==> config.mk <==
export PLATFORM = sky130hd
export DESIGN_NAME = tsr_regbank
export DESIGN_NICKNAME = d
export VERILOG_FILES = /design/src/tsr_pkg.sv /design/src/tsr_crc_fold.sv /design/src/tsr_regbank.sv
export SDC_FILE = /design/constraint.sdc
export NUM_CORES = 1
export LEC_CHECK = 0
export BUFFER_PORTS_ARGS = -buffer_cell sky130_fd_sc_hd__clkbuf_2
export CORE_MARGIN = 1
export CORE_UTILIZATION = 45
export DETAILED_ROUTE_END_ITERATION = 6
export GPL_TIMING_DRIVEN = 0
export HOLD_SLACK_MARGIN = 0.08
export PLACE_DENSITY = 0.65
export SLEW_MARGIN = 20
export SYNTH_ARGS = -nofsm -noshare
export SYNTH_HDL_FRONTEND = slang
export SYNTH_SLANG_ARGS = --single-unit
export TNS_END_PERCENT = 100
==> constraint.sdc <==
create_clock -name REF_CLK_IN -period 4.3 [get_ports REF_CLK_IN]
set_input_delay 0.86 -clock REF_CLK_IN [delete_from_list [all_inputs] [get_ports REF_CLK_IN]]
set_output_delay 0.86 -clock REF_CLK_IN [all_outputs]
set_load 0.1 [all_outputs]
==> src/tsr_pkg.sv <==
// Purpose: Shared constants and types for the temperature sensor register bank
// Assumes: 16-bit register words, 8-bit sub-addresses
// Notes:   Every offset, reset value and field constant lives here

package tsr_pkg;

    // ********************************
    // Widths and depths
    // ********************************
    localparam int WORD_W = 16;
    localparam int RES_W = 14;
    localparam int BUF_DEPTH = 10;
    localparam int NUM_RW = 6;

    // ********************************
    // Register offsets
    // ********************************
    localparam logic [7:0] ADDR_TEMP = 8'h00;
    localparam logic [7:0] ADDR_SLEW = 8'h01;
    localparam logic [7:0] ADDR_ALERT = 8'h02;
    localparam logic [7:0] ADDR_CONFIG = 8'h03;
    localparam logic [7:0] ADDR_MASK = 8'h04;
    localparam logic [7:0] ADDR_LOW = 8'h05;
    localparam logic [7:0] ADDR_HIGH = 8'h06;
    localparam logic [7:0] ADDR_HYST = 8'h07;
    localparam logic [7:0] ADDR_SLEWLIM = 8'h08;
    localparam logic [7:0] ADDR_SN1 = 8'h09;
    localparam logic [7:0] ADDR_SN2 = 8'h0A;
    localparam logic [7:0] ADDR_SN3 = 8'h0B;
    localparam logic [7:0] ADDR_PART = 8'h0C;

    // ********************************
    // Reset values, writable block in address order
    // ********************************
    localparam logic [15:0] RST_CONFIG = 16'h0006;
    localparam logic [15:0] RST_MASK = 16'h0016;
    localparam logic [15:0] RST_LOW = 16'hF380;
    localparam logic [15:0] RST_HIGH = 16'h2A80;
    localparam logic [15:0] RST_HYST = 16'h0A0A;
    localparam logic [15:0] RST_SLEWLIM = 16'h0500;
    localparam logic [15:0] RW_RESET [NUM_RW] = '{RST_CONFIG, RST_MASK, RST_LOW,
        RST_HIGH, RST_HYST, RST_SLEWLIM};
    localparam logic [15:0] WORD_ZERO = 16'h0000;

    // ********************************
    // Checksum and framing
    // ********************************
    localparam logic [15:0] CRC_SEED = 16'hFFFF;
    localparam logic [15:0] CRC_POLY = 16'h1021;
    localparam logic [3:0] LEN_NONE = 4'h0;
    localparam logic [3:0] LEN_MAX = 4'hA;
    localparam logic [3:0] LEN_ONE = 4'h1;
    localparam logic [3:0] BIT_LAST = 4'hF;
    localparam logic [3:0] CNT_ZERO = 4'h0;
    localparam logic [1:0] RES_PAD = 2'h0;

    // ********************************
    // Alert flag layout
    // ********************************
    localparam logic [7:0] ALERT_RC_MASK = 8'hA7;
    localparam logic [7:0] ALERT_ST_MASK = 8'h58;
    localparam logic [7:0] ALERT_CRC_FLAG = 8'h80;
    localparam logic [7:0] ALERT_NONE = 8'h00;

    // Conversions seen in continuous mode
    localparam logic [1:0] MEAS_NONE = 2'h0;
    localparam logic [1:0] MEAS_ONE = 2'h1;
    localparam logic [1:0] MEAS_TWO = 2'h2;

    // ********************************
    // Types
    // ********************************
    typedef struct packed {
        logic spare;
        logic crc_req;
        logic [3:0] len;
        logic ainc;
        logic rd;
        logic [7:0] addr;
    } tsr_cmd_t;

    typedef struct packed {
        logic [15:0] cfg;
        logic [15:0] alert_mask;
        logic [15:0] low_limit;
        logic [15:0] high_limit;
        logic [15:0] hysteresis;
        logic [15:0] slew_limit;
    } tsr_ctrl_t;

    typedef enum {ST_CMD, ST_WRITE, ST_READ, ST_COMMIT, ST_DONE} tsr_state_t;

endpackage : tsr_pkg

==> src/tsr_crc_fold.sv <==
// Purpose: One word step of the 16-bit transfer checksum
// Assumes: Caller holds the accumulator
// Notes:   Purely combinational

module tsr_crc_fold
    import tsr_pkg::*;
(
    input wire logic [15:0] acc_in,
    input wire logic [15:0] word_in,
    output logic [15:0] nxt_out
);

    // ********************************
    // Fold then sixteen MSB-first shifts
    // ********************************
    always_comb begin
        nxt_out = acc_in ^ word_in;
        for (int i = 0; i < WORD_W; i++) begin
            if (nxt_out[WORD_W-1]) begin
                nxt_out = {nxt_out[WORD_W-2:0], 1'b0} ^ CRC_POLY;
            end else begin
                nxt_out = {nxt_out[WORD_W-2:0], 1'b0};
            end
        end
    end

endmodule : tsr_crc_fold

==> src/tsr_regbank.sv <==
// Purpose: Register bank behind the three-wire serial port of a temperature sensor
// Assumes: SCLK and the data line are sampled as synchronous inputs on REF_CLK_IN
// Notes:   Idle serial clock low; data sampled on rising, driven on falling edge

module tsr_regbank
    import tsr_pkg::*;
#(
    // Identifier values are arbitrary
    parameter logic [15:0] SERIAL_WORD1 = 16'h1357,
    parameter logic [15:0] SERIAL_WORD2 = 16'h2468,
    parameter logic [15:0] SERIAL_WORD3 = 16'h3579,
    parameter logic [15:0] PART_CODE = 16'h5A01
)
(
    input wire logic REF_CLK_IN,
    input wire logic RESET_IN,
    input wire logic CS_N_IN,
    input wire logic SCLK_IN,
    input wire logic SERIAL_LINE_IN,
    input wire logic CONT_MODE_IN,
    input wire logic TEMP_VALID_IN,
    input wire logic [13:0] TEMP_DATA_IN,
    input wire logic [13:0] SLEW_DATA_IN,
    input wire logic [7:0] ALERT_EVENT_IN,
    input wire logic [7:0] ALERT_STATUS_IN,
    output logic SERIAL_LINE_OUT,
    output logic SERIAL_LINE_OE_N_OUT,
    output tsr_ctrl_t CTRL_OUT,
    output logic [7:0] ALERT_FLAGS_OUT
);

    // ********************************
    // Declarations
    // ********************************
    tsr_state_t st_r;
    tsr_state_t st_nxt;
    tsr_cmd_t cmd_r;
    logic sclk_q_r;
    logic crc_on_r;
    logic [3:0] bit_cnt_r;
    logic [3:0] tx_cnt_r;
    logic [3:0] wcnt_r;
    logic [3:0] cidx_r;
    logic [7:0] ptr_r;
    logic [7:0] alert_r;
    logic [1:0] meas_r;
    logic [15:0] rx_sh_r;
    logic [15:0] tx_sh_r;
    logic [15:0] crc_r;
    logic [15:0] temp_r;
    logic [15:0] slew_r;
    logic [15:0] rw_r [NUM_RW];
    logic [15:0] wbuf [BUF_DEPTH];

    // ********************************
    // Serial edge and frame decode
    // ********************************
    wire active = !CS_N_IN;
    wire rise = SCLK_IN && !sclk_q_r;
    wire fall = !SCLK_IN && sclk_q_r;
    wire rx_phase = (st_r == ST_CMD) || (st_r == ST_WRITE);
    wire word_done = active && rise && rx_phase && (bit_cnt_r == BIT_LAST);
    wire [15:0] rx_word = {rx_sh_r[14:0], SERIAL_LINE_IN};
    wire tsr_cmd_t new_cmd = tsr_cmd_t'(rx_word);
    wire cmd_done = word_done && (st_r == ST_CMD);
    wire new_crc_on = new_cmd.crc_req && (new_cmd.len != LEN_NONE) && (new_cmd.len <= LEN_MAX);
    wire crc_slot = crc_on_r && (wcnt_r == cmd_r.len);
    wire wr_word_done = word_done && (st_r == ST_WRITE);
    wire direct_wr = wr_word_done && !crc_on_r;
    wire buf_wr = wr_word_done && crc_on_r && !crc_slot;
    wire crc_chk = wr_word_done && crc_slot;
    wire crc_ok = (rx_word == crc_r);
    wire tx_load = active && fall && (st_r == ST_READ) && (tx_cnt_r == CNT_ZERO);
    wire read_end = tx_load && crc_on_r && (wcnt_r > cmd_r.len);
    wire data_load = tx_load && !crc_slot && !read_end;
    wire commit = (st_r == ST_COMMIT);
    wire commit_last = commit && (cidx_r == cmd_r.len - LEN_ONE);
    wire ptr_step = cmd_r.ainc && (direct_wr || data_load);

    // ********************************
    // Read selection
    // ********************************
    wire rd_rw_hit = (ptr_r >= ADDR_CONFIG) && (ptr_r <= ADDR_SLEWLIM);
    wire [7:0] rd_off = ptr_r - ADDR_CONFIG;
    wire [15:0] rd_word = (ptr_r == ADDR_TEMP) ? temp_r :
                          (ptr_r == ADDR_SLEW) ? slew_r :
                          (ptr_r == ADDR_ALERT) ? {ALERT_NONE, alert_r} :
                          rd_rw_hit ? rw_r[rd_off[2:0]] :
                          (ptr_r == ADDR_SN1) ? SERIAL_WORD1 :
                          (ptr_r == ADDR_SN2) ? SERIAL_WORD2 :
                          (ptr_r == ADDR_SN3) ? SERIAL_WORD3 :
                          (ptr_r == ADDR_PART) ? PART_CODE :
                          WORD_ZERO;
    wire [15:0] load_word = crc_slot ? crc_r : rd_word;
    wire rc_clr = data_load && (ptr_r == ADDR_ALERT) && !cmd_r.ainc;

    // ********************************
    // Write selection
    // ********************************
    wire [7:0] commit_addr = cmd_r.ainc ? cmd_r.addr + {4'h0, cidx_r} : cmd_r.addr;
    wire wr_en = direct_wr || commit;
    wire [7:0] wr_addr = commit ? commit_addr : ptr_r;
    wire [15:0] wr_data = commit ? wbuf[cidx_r] : rx_word;
    wire wr_any_hit = (wr_addr >= ADDR_CONFIG) && (wr_addr <= ADDR_SLEWLIM);

    // ********************************
    // Checksum step
    // ********************************
    wire [15:0] fold_acc = cmd_done ? CRC_SEED : crc_r;
    wire [15:0] fold_word = (st_r == ST_READ) ? rd_word : rx_word;
    wire fold_take = cmd_done || buf_wr || data_load;
    logic [15:0] fold_nxt;

    tsr_crc_fold u_crc (
        .acc_in(fold_acc),
        .word_in(fold_word),
        .nxt_out(fold_nxt)
    );

    // ********************************
    // Frame state
    // ********************************
    always_comb begin
        st_nxt = st_r;
        case (st_r)
            ST_CMD: begin
                if (cmd_done) begin
                    st_nxt = new_cmd.rd ? ST_READ : ST_WRITE;
                end
            end
            ST_WRITE: begin
                if (crc_chk) begin
                    st_nxt = crc_ok ? ST_COMMIT : ST_DONE;
                end
            end
            ST_READ: begin
                if (read_end) begin
                    st_nxt = ST_DONE;
                end
            end
            ST_COMMIT: begin
                if (commit_last) begin
                    st_nxt = ST_DONE;
                end
            end
            ST_DONE: begin
                st_nxt = ST_DONE;
            end
            default: begin
                st_nxt = ST_CMD;
            end
        endcase
        if (!active && (st_nxt != ST_COMMIT)) begin
            st_nxt = ST_CMD;
        end
    end

    always_ff @(posedge REF_CLK_IN) begin
        if (RESET_IN) begin
            st_r <= ST_CMD;
            sclk_q_r <= 1'b0;
        end else begin
            st_r <= st_nxt;
            sclk_q_r <= SCLK_IN;
        end
    end

    // ********************************
    // Receive shifter and command capture
    // ********************************
    always_ff @(posedge REF_CLK_IN) begin
        if (RESET_IN || !active) begin
            bit_cnt_r <= CNT_ZERO;
            rx_sh_r <= WORD_ZERO;
        end else if (rise && rx_phase) begin
            bit_cnt_r <= bit_cnt_r + LEN_ONE;
            rx_sh_r <= rx_word;
        end
    end

    always_ff @(posedge REF_CLK_IN) begin
        if (RESET_IN) begin
            cmd_r <= tsr_cmd_t'(WORD_ZERO);
            crc_on_r <= 1'b0;
            ptr_r <= ADDR_TEMP;
        end else if (cmd_done) begin
            cmd_r <= new_cmd;
            crc_on_r <= new_crc_on;
            ptr_r <= new_cmd.addr;
        end else if (ptr_step) begin
            ptr_r <= ptr_r + 8'h01;
        end
    end

    // ********************************
    // Checksum accumulator and word counts
    // ********************************
    always_ff @(posedge REF_CLK_IN) begin
        if (RESET_IN) begin
            crc_r <= CRC_SEED;
        end else if (fold_take) begin
            crc_r <= fold_nxt;
        end
    end

    always_ff @(posedge REF_CLK_IN) begin
        if (RESET_IN || cmd_done) begin
            wcnt_r <= CNT_ZERO;
            cidx_r <= CNT_ZERO;
        end else begin
            if (buf_wr || tx_load) begin
                wcnt_r <= wcnt_r + LEN_ONE;
            end
            if (commit) begin
                cidx_r <= cidx_r + LEN_ONE;
            end
        end
    end

    // Held until the checksum proves the whole block
    always_ff @(posedge REF_CLK_IN) begin
        if (buf_wr) begin
            wbuf[wcnt_r] <= rx_word;
        end
    end

    // ********************************
    // Transmit shifter
    // ********************************
    always_ff @(posedge REF_CLK_IN) begin
        if (RESET_IN) begin
            SERIAL_LINE_OUT <= 1'b0;
            SERIAL_LINE_OE_N_OUT <= 1'b1;
            tx_sh_r <= WORD_ZERO;
            tx_cnt_r <= CNT_ZERO;
        end else if ((st_r != ST_READ) || read_end || !active) begin
            SERIAL_LINE_OE_N_OUT <= 1'b1;
            tx_cnt_r <= CNT_ZERO;
        end else if (tx_load) begin
            SERIAL_LINE_OUT <= load_word[WORD_W-1];
            tx_sh_r <= {load_word[WORD_W-2:0], 1'b0};
            tx_cnt_r <= BIT_LAST;
            SERIAL_LINE_OE_N_OUT <= 1'b0;
        end else if (fall && (tx_cnt_r != CNT_ZERO)) begin
            SERIAL_LINE_OUT <= tx_sh_r[WORD_W-1];
            tx_sh_r <= {tx_sh_r[WORD_W-2:0], 1'b0};
            tx_cnt_r <= tx_cnt_r - LEN_ONE;
        end
    end

    // ********************************
    // Writable registers
    // ********************************
    generate
        for (genvar g = 0; g < NUM_RW; g++) begin : g_rw
            wire hit = wr_en && (wr_addr == ADDR_CONFIG + 8'(g));
            always_ff @(posedge REF_CLK_IN) begin
                if (RESET_IN) begin
                    rw_r[g] <= RW_RESET[g];
                end else if (hit) begin
                    rw_r[g] <= wr_data;
                end
            end
        end
    endgenerate

    assign CTRL_OUT = tsr_ctrl_t'({rw_r[0], rw_r[1], rw_r[2], rw_r[3], rw_r[4], rw_r[5]});

    // ********************************
    // Conversion results
    // ********************************
    always_ff @(posedge REF_CLK_IN) begin
        if (RESET_IN) begin
            temp_r <= WORD_ZERO;
        end else if (TEMP_VALID_IN) begin
            temp_r <= {TEMP_DATA_IN, RES_PAD};
        end
    end

    always_ff @(posedge REF_CLK_IN) begin
        if (RESET_IN || !CONT_MODE_IN) begin
            slew_r <= WORD_ZERO;
            meas_r <= MEAS_NONE;
        end else if (TEMP_VALID_IN) begin
            if (meas_r != MEAS_NONE) begin
                slew_r <= {SLEW_DATA_IN, RES_PAD};
            end
            if (meas_r != MEAS_TWO) begin
                meas_r <= meas_r + MEAS_ONE;
            end
        end
    end

    // ********************************
    // Alert flags, set wins over read clear
    // ********************************
    wire [7:0] crc_fault = (crc_chk && !crc_ok) ? ALERT_CRC_FLAG : ALERT_NONE;
    wire [7:0] rc_keep = rc_clr ? ALERT_NONE : (alert_r & ALERT_RC_MASK);
    wire [7:0] alert_nxt = rc_keep | (ALERT_EVENT_IN & ALERT_RC_MASK) | crc_fault
                           | (ALERT_STATUS_IN & ALERT_ST_MASK);

    always_ff @(posedge REF_CLK_IN) begin
        if (RESET_IN) begin
            alert_r <= ALERT_NONE;
        end else begin
            alert_r <= alert_nxt;
        end
    end

    assign ALERT_FLAGS_OUT = alert_r;
endmodule : tsr_regbank

==> results.yml <==
power_and_ir_drop:
  power.leakage_uw: 0.00807
  p_per_area_nw_per_um2: 395
  peakVddDrop_mv: 0.353
clock_tree:
  cts_tree: "yes"
  cts_hold_buffers: 0
  root_buffer: "clkbuf_16"
  cts_num_sinks: 417
  insertion_delay_ns: 0.60
  clk_path_buf_depth: 3
  clkTransAtPathRegs_ns: 0.06
  cts_htree_levels: 2
  cts_buffers: 44
sta:
  setup-violations-final: 0
  whs_ns: 0.454
  finalHoldViolations: 0
  period_needed_ns: 4.18
  fmax_mhz: 239
  fin_skew_ns: 0.0159
  finalCritPeriodShare_pct: 97.1
  setup_ws_ns: 0.124
  slew_headroom_pct: 34.2
  drv_slew: 0
  tightest_slew_ns: 0.987
  finalSetupTns_ns: 0
job:
  maxCapViolations: 0
worst_hold_path:
  hold_class: "register to register"
drt:
  drt-initial-drc-count: 1241
  drc_errors: 0
  viasPerCell: 5.72
  via_count: 14000
  antenna_left: 0
  wirelength_microns: 57000
  wl_per_cell_microns: 23.3
  dr.pass1.iters: 6
worst_setup_path:
  cp.required_ns: 4.78
  critical-path-top-delay-family: "multiplexers"
  start_kind: "register"
  criticalPathCategory: "register to register"
  critPathMaxFanout: 10
  cp.arrival_ns: 4.66
  crit_chain: "buf_12 > inv_1 > ha_1 > buf_6 > buf_6 > buf_8 > mux2_1 > mux4_2 > o221ai_2 > nand3_2 > a31oi_2 > xor2_1 > xnor2_2 > xnor2_4 > nor2_1 > a211o_1"
  cpMostUsedCell: "buf_6"
  slowest_delay_ns: 0.57
  cp_slowest_cell: "mux4_2"
  critPathBufInv: 5
  endpoint_kind: "register"
synth:
  synth_seq_area_share_pct: 57.0
  synth_top_cells_by_area: "edfxtp_1, dfxtp_1, mux4_2, nor2_1, mux2i_1"
  yosys_warnings: 0
  synth_edf_count: 256
  netlist.area_leader.share_pct: 40.2
  async_flop_share_pct: 0
  syn_inst: 1646
  yosysTopAreaCell: "edfxtp_1"
  ys_ff_latch: 417
  synth_ff_type: "edfxtp_1"
  synth_area_sq_um: 19100
  ys_types: 86
  syn_avg_cell_area_sq_um: 11.6
floorplan:
  io_pins: 157
  fp.dieW_microns: 208
  start_util_pct: 45.6
  rows: 75
  die_area_sq_um: 43300
  die_h_microns: 208
  coreArea_sq_um: 41900
global_route:
  grt_remaining_overflow: 0
  grt_pass1_wl_microns: 86000
  grtUsageTotal_pct: 26.5
  grt_pass1_vias: 13800
  antenna_found_initial: 0
  grt_max_degree: 18
outcome:
  status: "finished, final reports clean"
cells_and_area:
  finalNetCount: 1950
  layout_commonest_cell: "edfxtp_1"
  areaGrowthSynthToFinish_pct: 16.9
  final_cell_mix: "edfxtp_1, nor2_1, dfxtp_1"
  drive_above_1_share_pct: 18.7
  antenna_cells: 0
placed_design:
  place_congestion: 0.953
  dp_slack_ns: -0.365
  dp_hpwl_microns: 41700
  port_buffers: 147
worst reg2reg max path, stage by stage, from the launching register on:
cell and delay [ns]:
dfxtp_2 0.37, buf_12 0.17, inv_1 0.14, ha_1 0.32, buf_6 0.16, buf_6 0.19, buf_8 0.18, mux2_1 0.37
mux4_2 0.57, o221ai_2 0.23, nand3_2 0.14, a31oi_2 0.23, xor2_1 0.25, xnor2_2 0.15, xnor2_4 0.24, nor2_1 0.07
a211o_1 0.27
state kept, by name, indices dropped and copies added (netlist names), 8 cells and up, named ones only:
| register | flops |
|---|---|
| wbuf | 160 |
| rw_r | 96 |
| st_r | 32 |
| crc_r | 16 |
| rx_sh_r | 15 |
| tx_sh_r | 15 |
| slew_r | 14 |
| temp_r | 14 |
| cmd_r | 13 |
| ALERT_FLAGS_OUT | 8 |
| ptr_r | 8 |
metal layers:
layer  up-vias  global-route usage, %  part of all wire (%)
met5         -                      0                     0
met3        95                   4.14                   6.6
met4         0                   8.71                   2.7
li1       6400                      -                     -
met1      6971                   36.0                    43
met2       540                   43.5                    48
cell usage after synthesis, drive strengths merged, types with 5 or more instances:
library cell / n
or3: 10
or2: 11
and2: 13
o21a: 5
nor3b: 6
o21bai: 10
clkbuf: 81
mux4: 47
ha: 22
nand3b: 5
mux2: 20
nor2b: 33
and3: 12
o31ai: 8
nand4: 9
xor2: 48
a211oi: 45
nand2b: 11
a21oi: 110
mux2i: 63
inv: 26
dfxtp: 161
nand3: 31
edfxtp: 256
buf: 27
nor4: 21
nor3: 20
nand2: 155
xnor2: 50
o211ai: 15
nor2: 218
a211o: 5
o21ai: 29
a21o: 5
a31oi: 6
power breakdown:
group,internal (uW),switching (uW)
Clock,2200,1660
Sequential,4290,48.1
Combinational,106,537
Total,6590,2250
path summary, 6_finish.rpt:
| kind | startpoint | slack [ns] | depth (start not counted) | to |
|---|---|---|---|---|
| hold / removal | tx_sh_r[6] | 0.45 | 2 | tx_sh_r[6] |
| setup reg to reg | ptr_r[0] | 0.12 | 16 | crc_r[2] |
| hold reg to reg | tx_sh_r[6] | 0.45 | 2 | tx_sh_r[6] |
| setup / recovery | ptr_r[0] | 0.12 | 16 | crc_r[2] |
logic make-up after synthesis:
family	share of synthesized area, %
other cells	0.0196
xor+xnor	5.17
compound gates	9.49
mux	10.1
fa+ha+maj	1.54
simple gates	13.8
flops	57.0
buf+inv	2.87
cell type report:
type,count,area [sq um]
Tap cell,539,674
Clock buffer,59,1220
Multi-Input combinational cell,1123,7920
Clock inverter,21,244
Fill cell,3637,19600
Sequential cell,417,10900
Timing Repair Buffer,156,826
Buffer,108,470
Inverter,26,97.6
per-stage QoR:
stage / cell area, sq um / cells / utilization [%] / power [uW]
2_1_floorplan: 19200 / 1674 / - / 4900
3_3_place_gp: 20600 / 2360 / 49.2 / 5050
6_report: 22400 / 2449 / 53.3 / 8840
5_1_grt: 22400 / 2449 / 53.3 / 9060
4_1_cts: 22300 / 2448 / 53.1 / 8890
3_5_place_dp: 20700 / 2364 / 49.4 / 5060
timing repair:
item,CTS,global route
pin swaps,3,8
gates resized for setup,13,11
buffers inserted,4,1
endpoints found under the setup margin,12,12
Note: power is estimated with default switching activity, not from simulation.
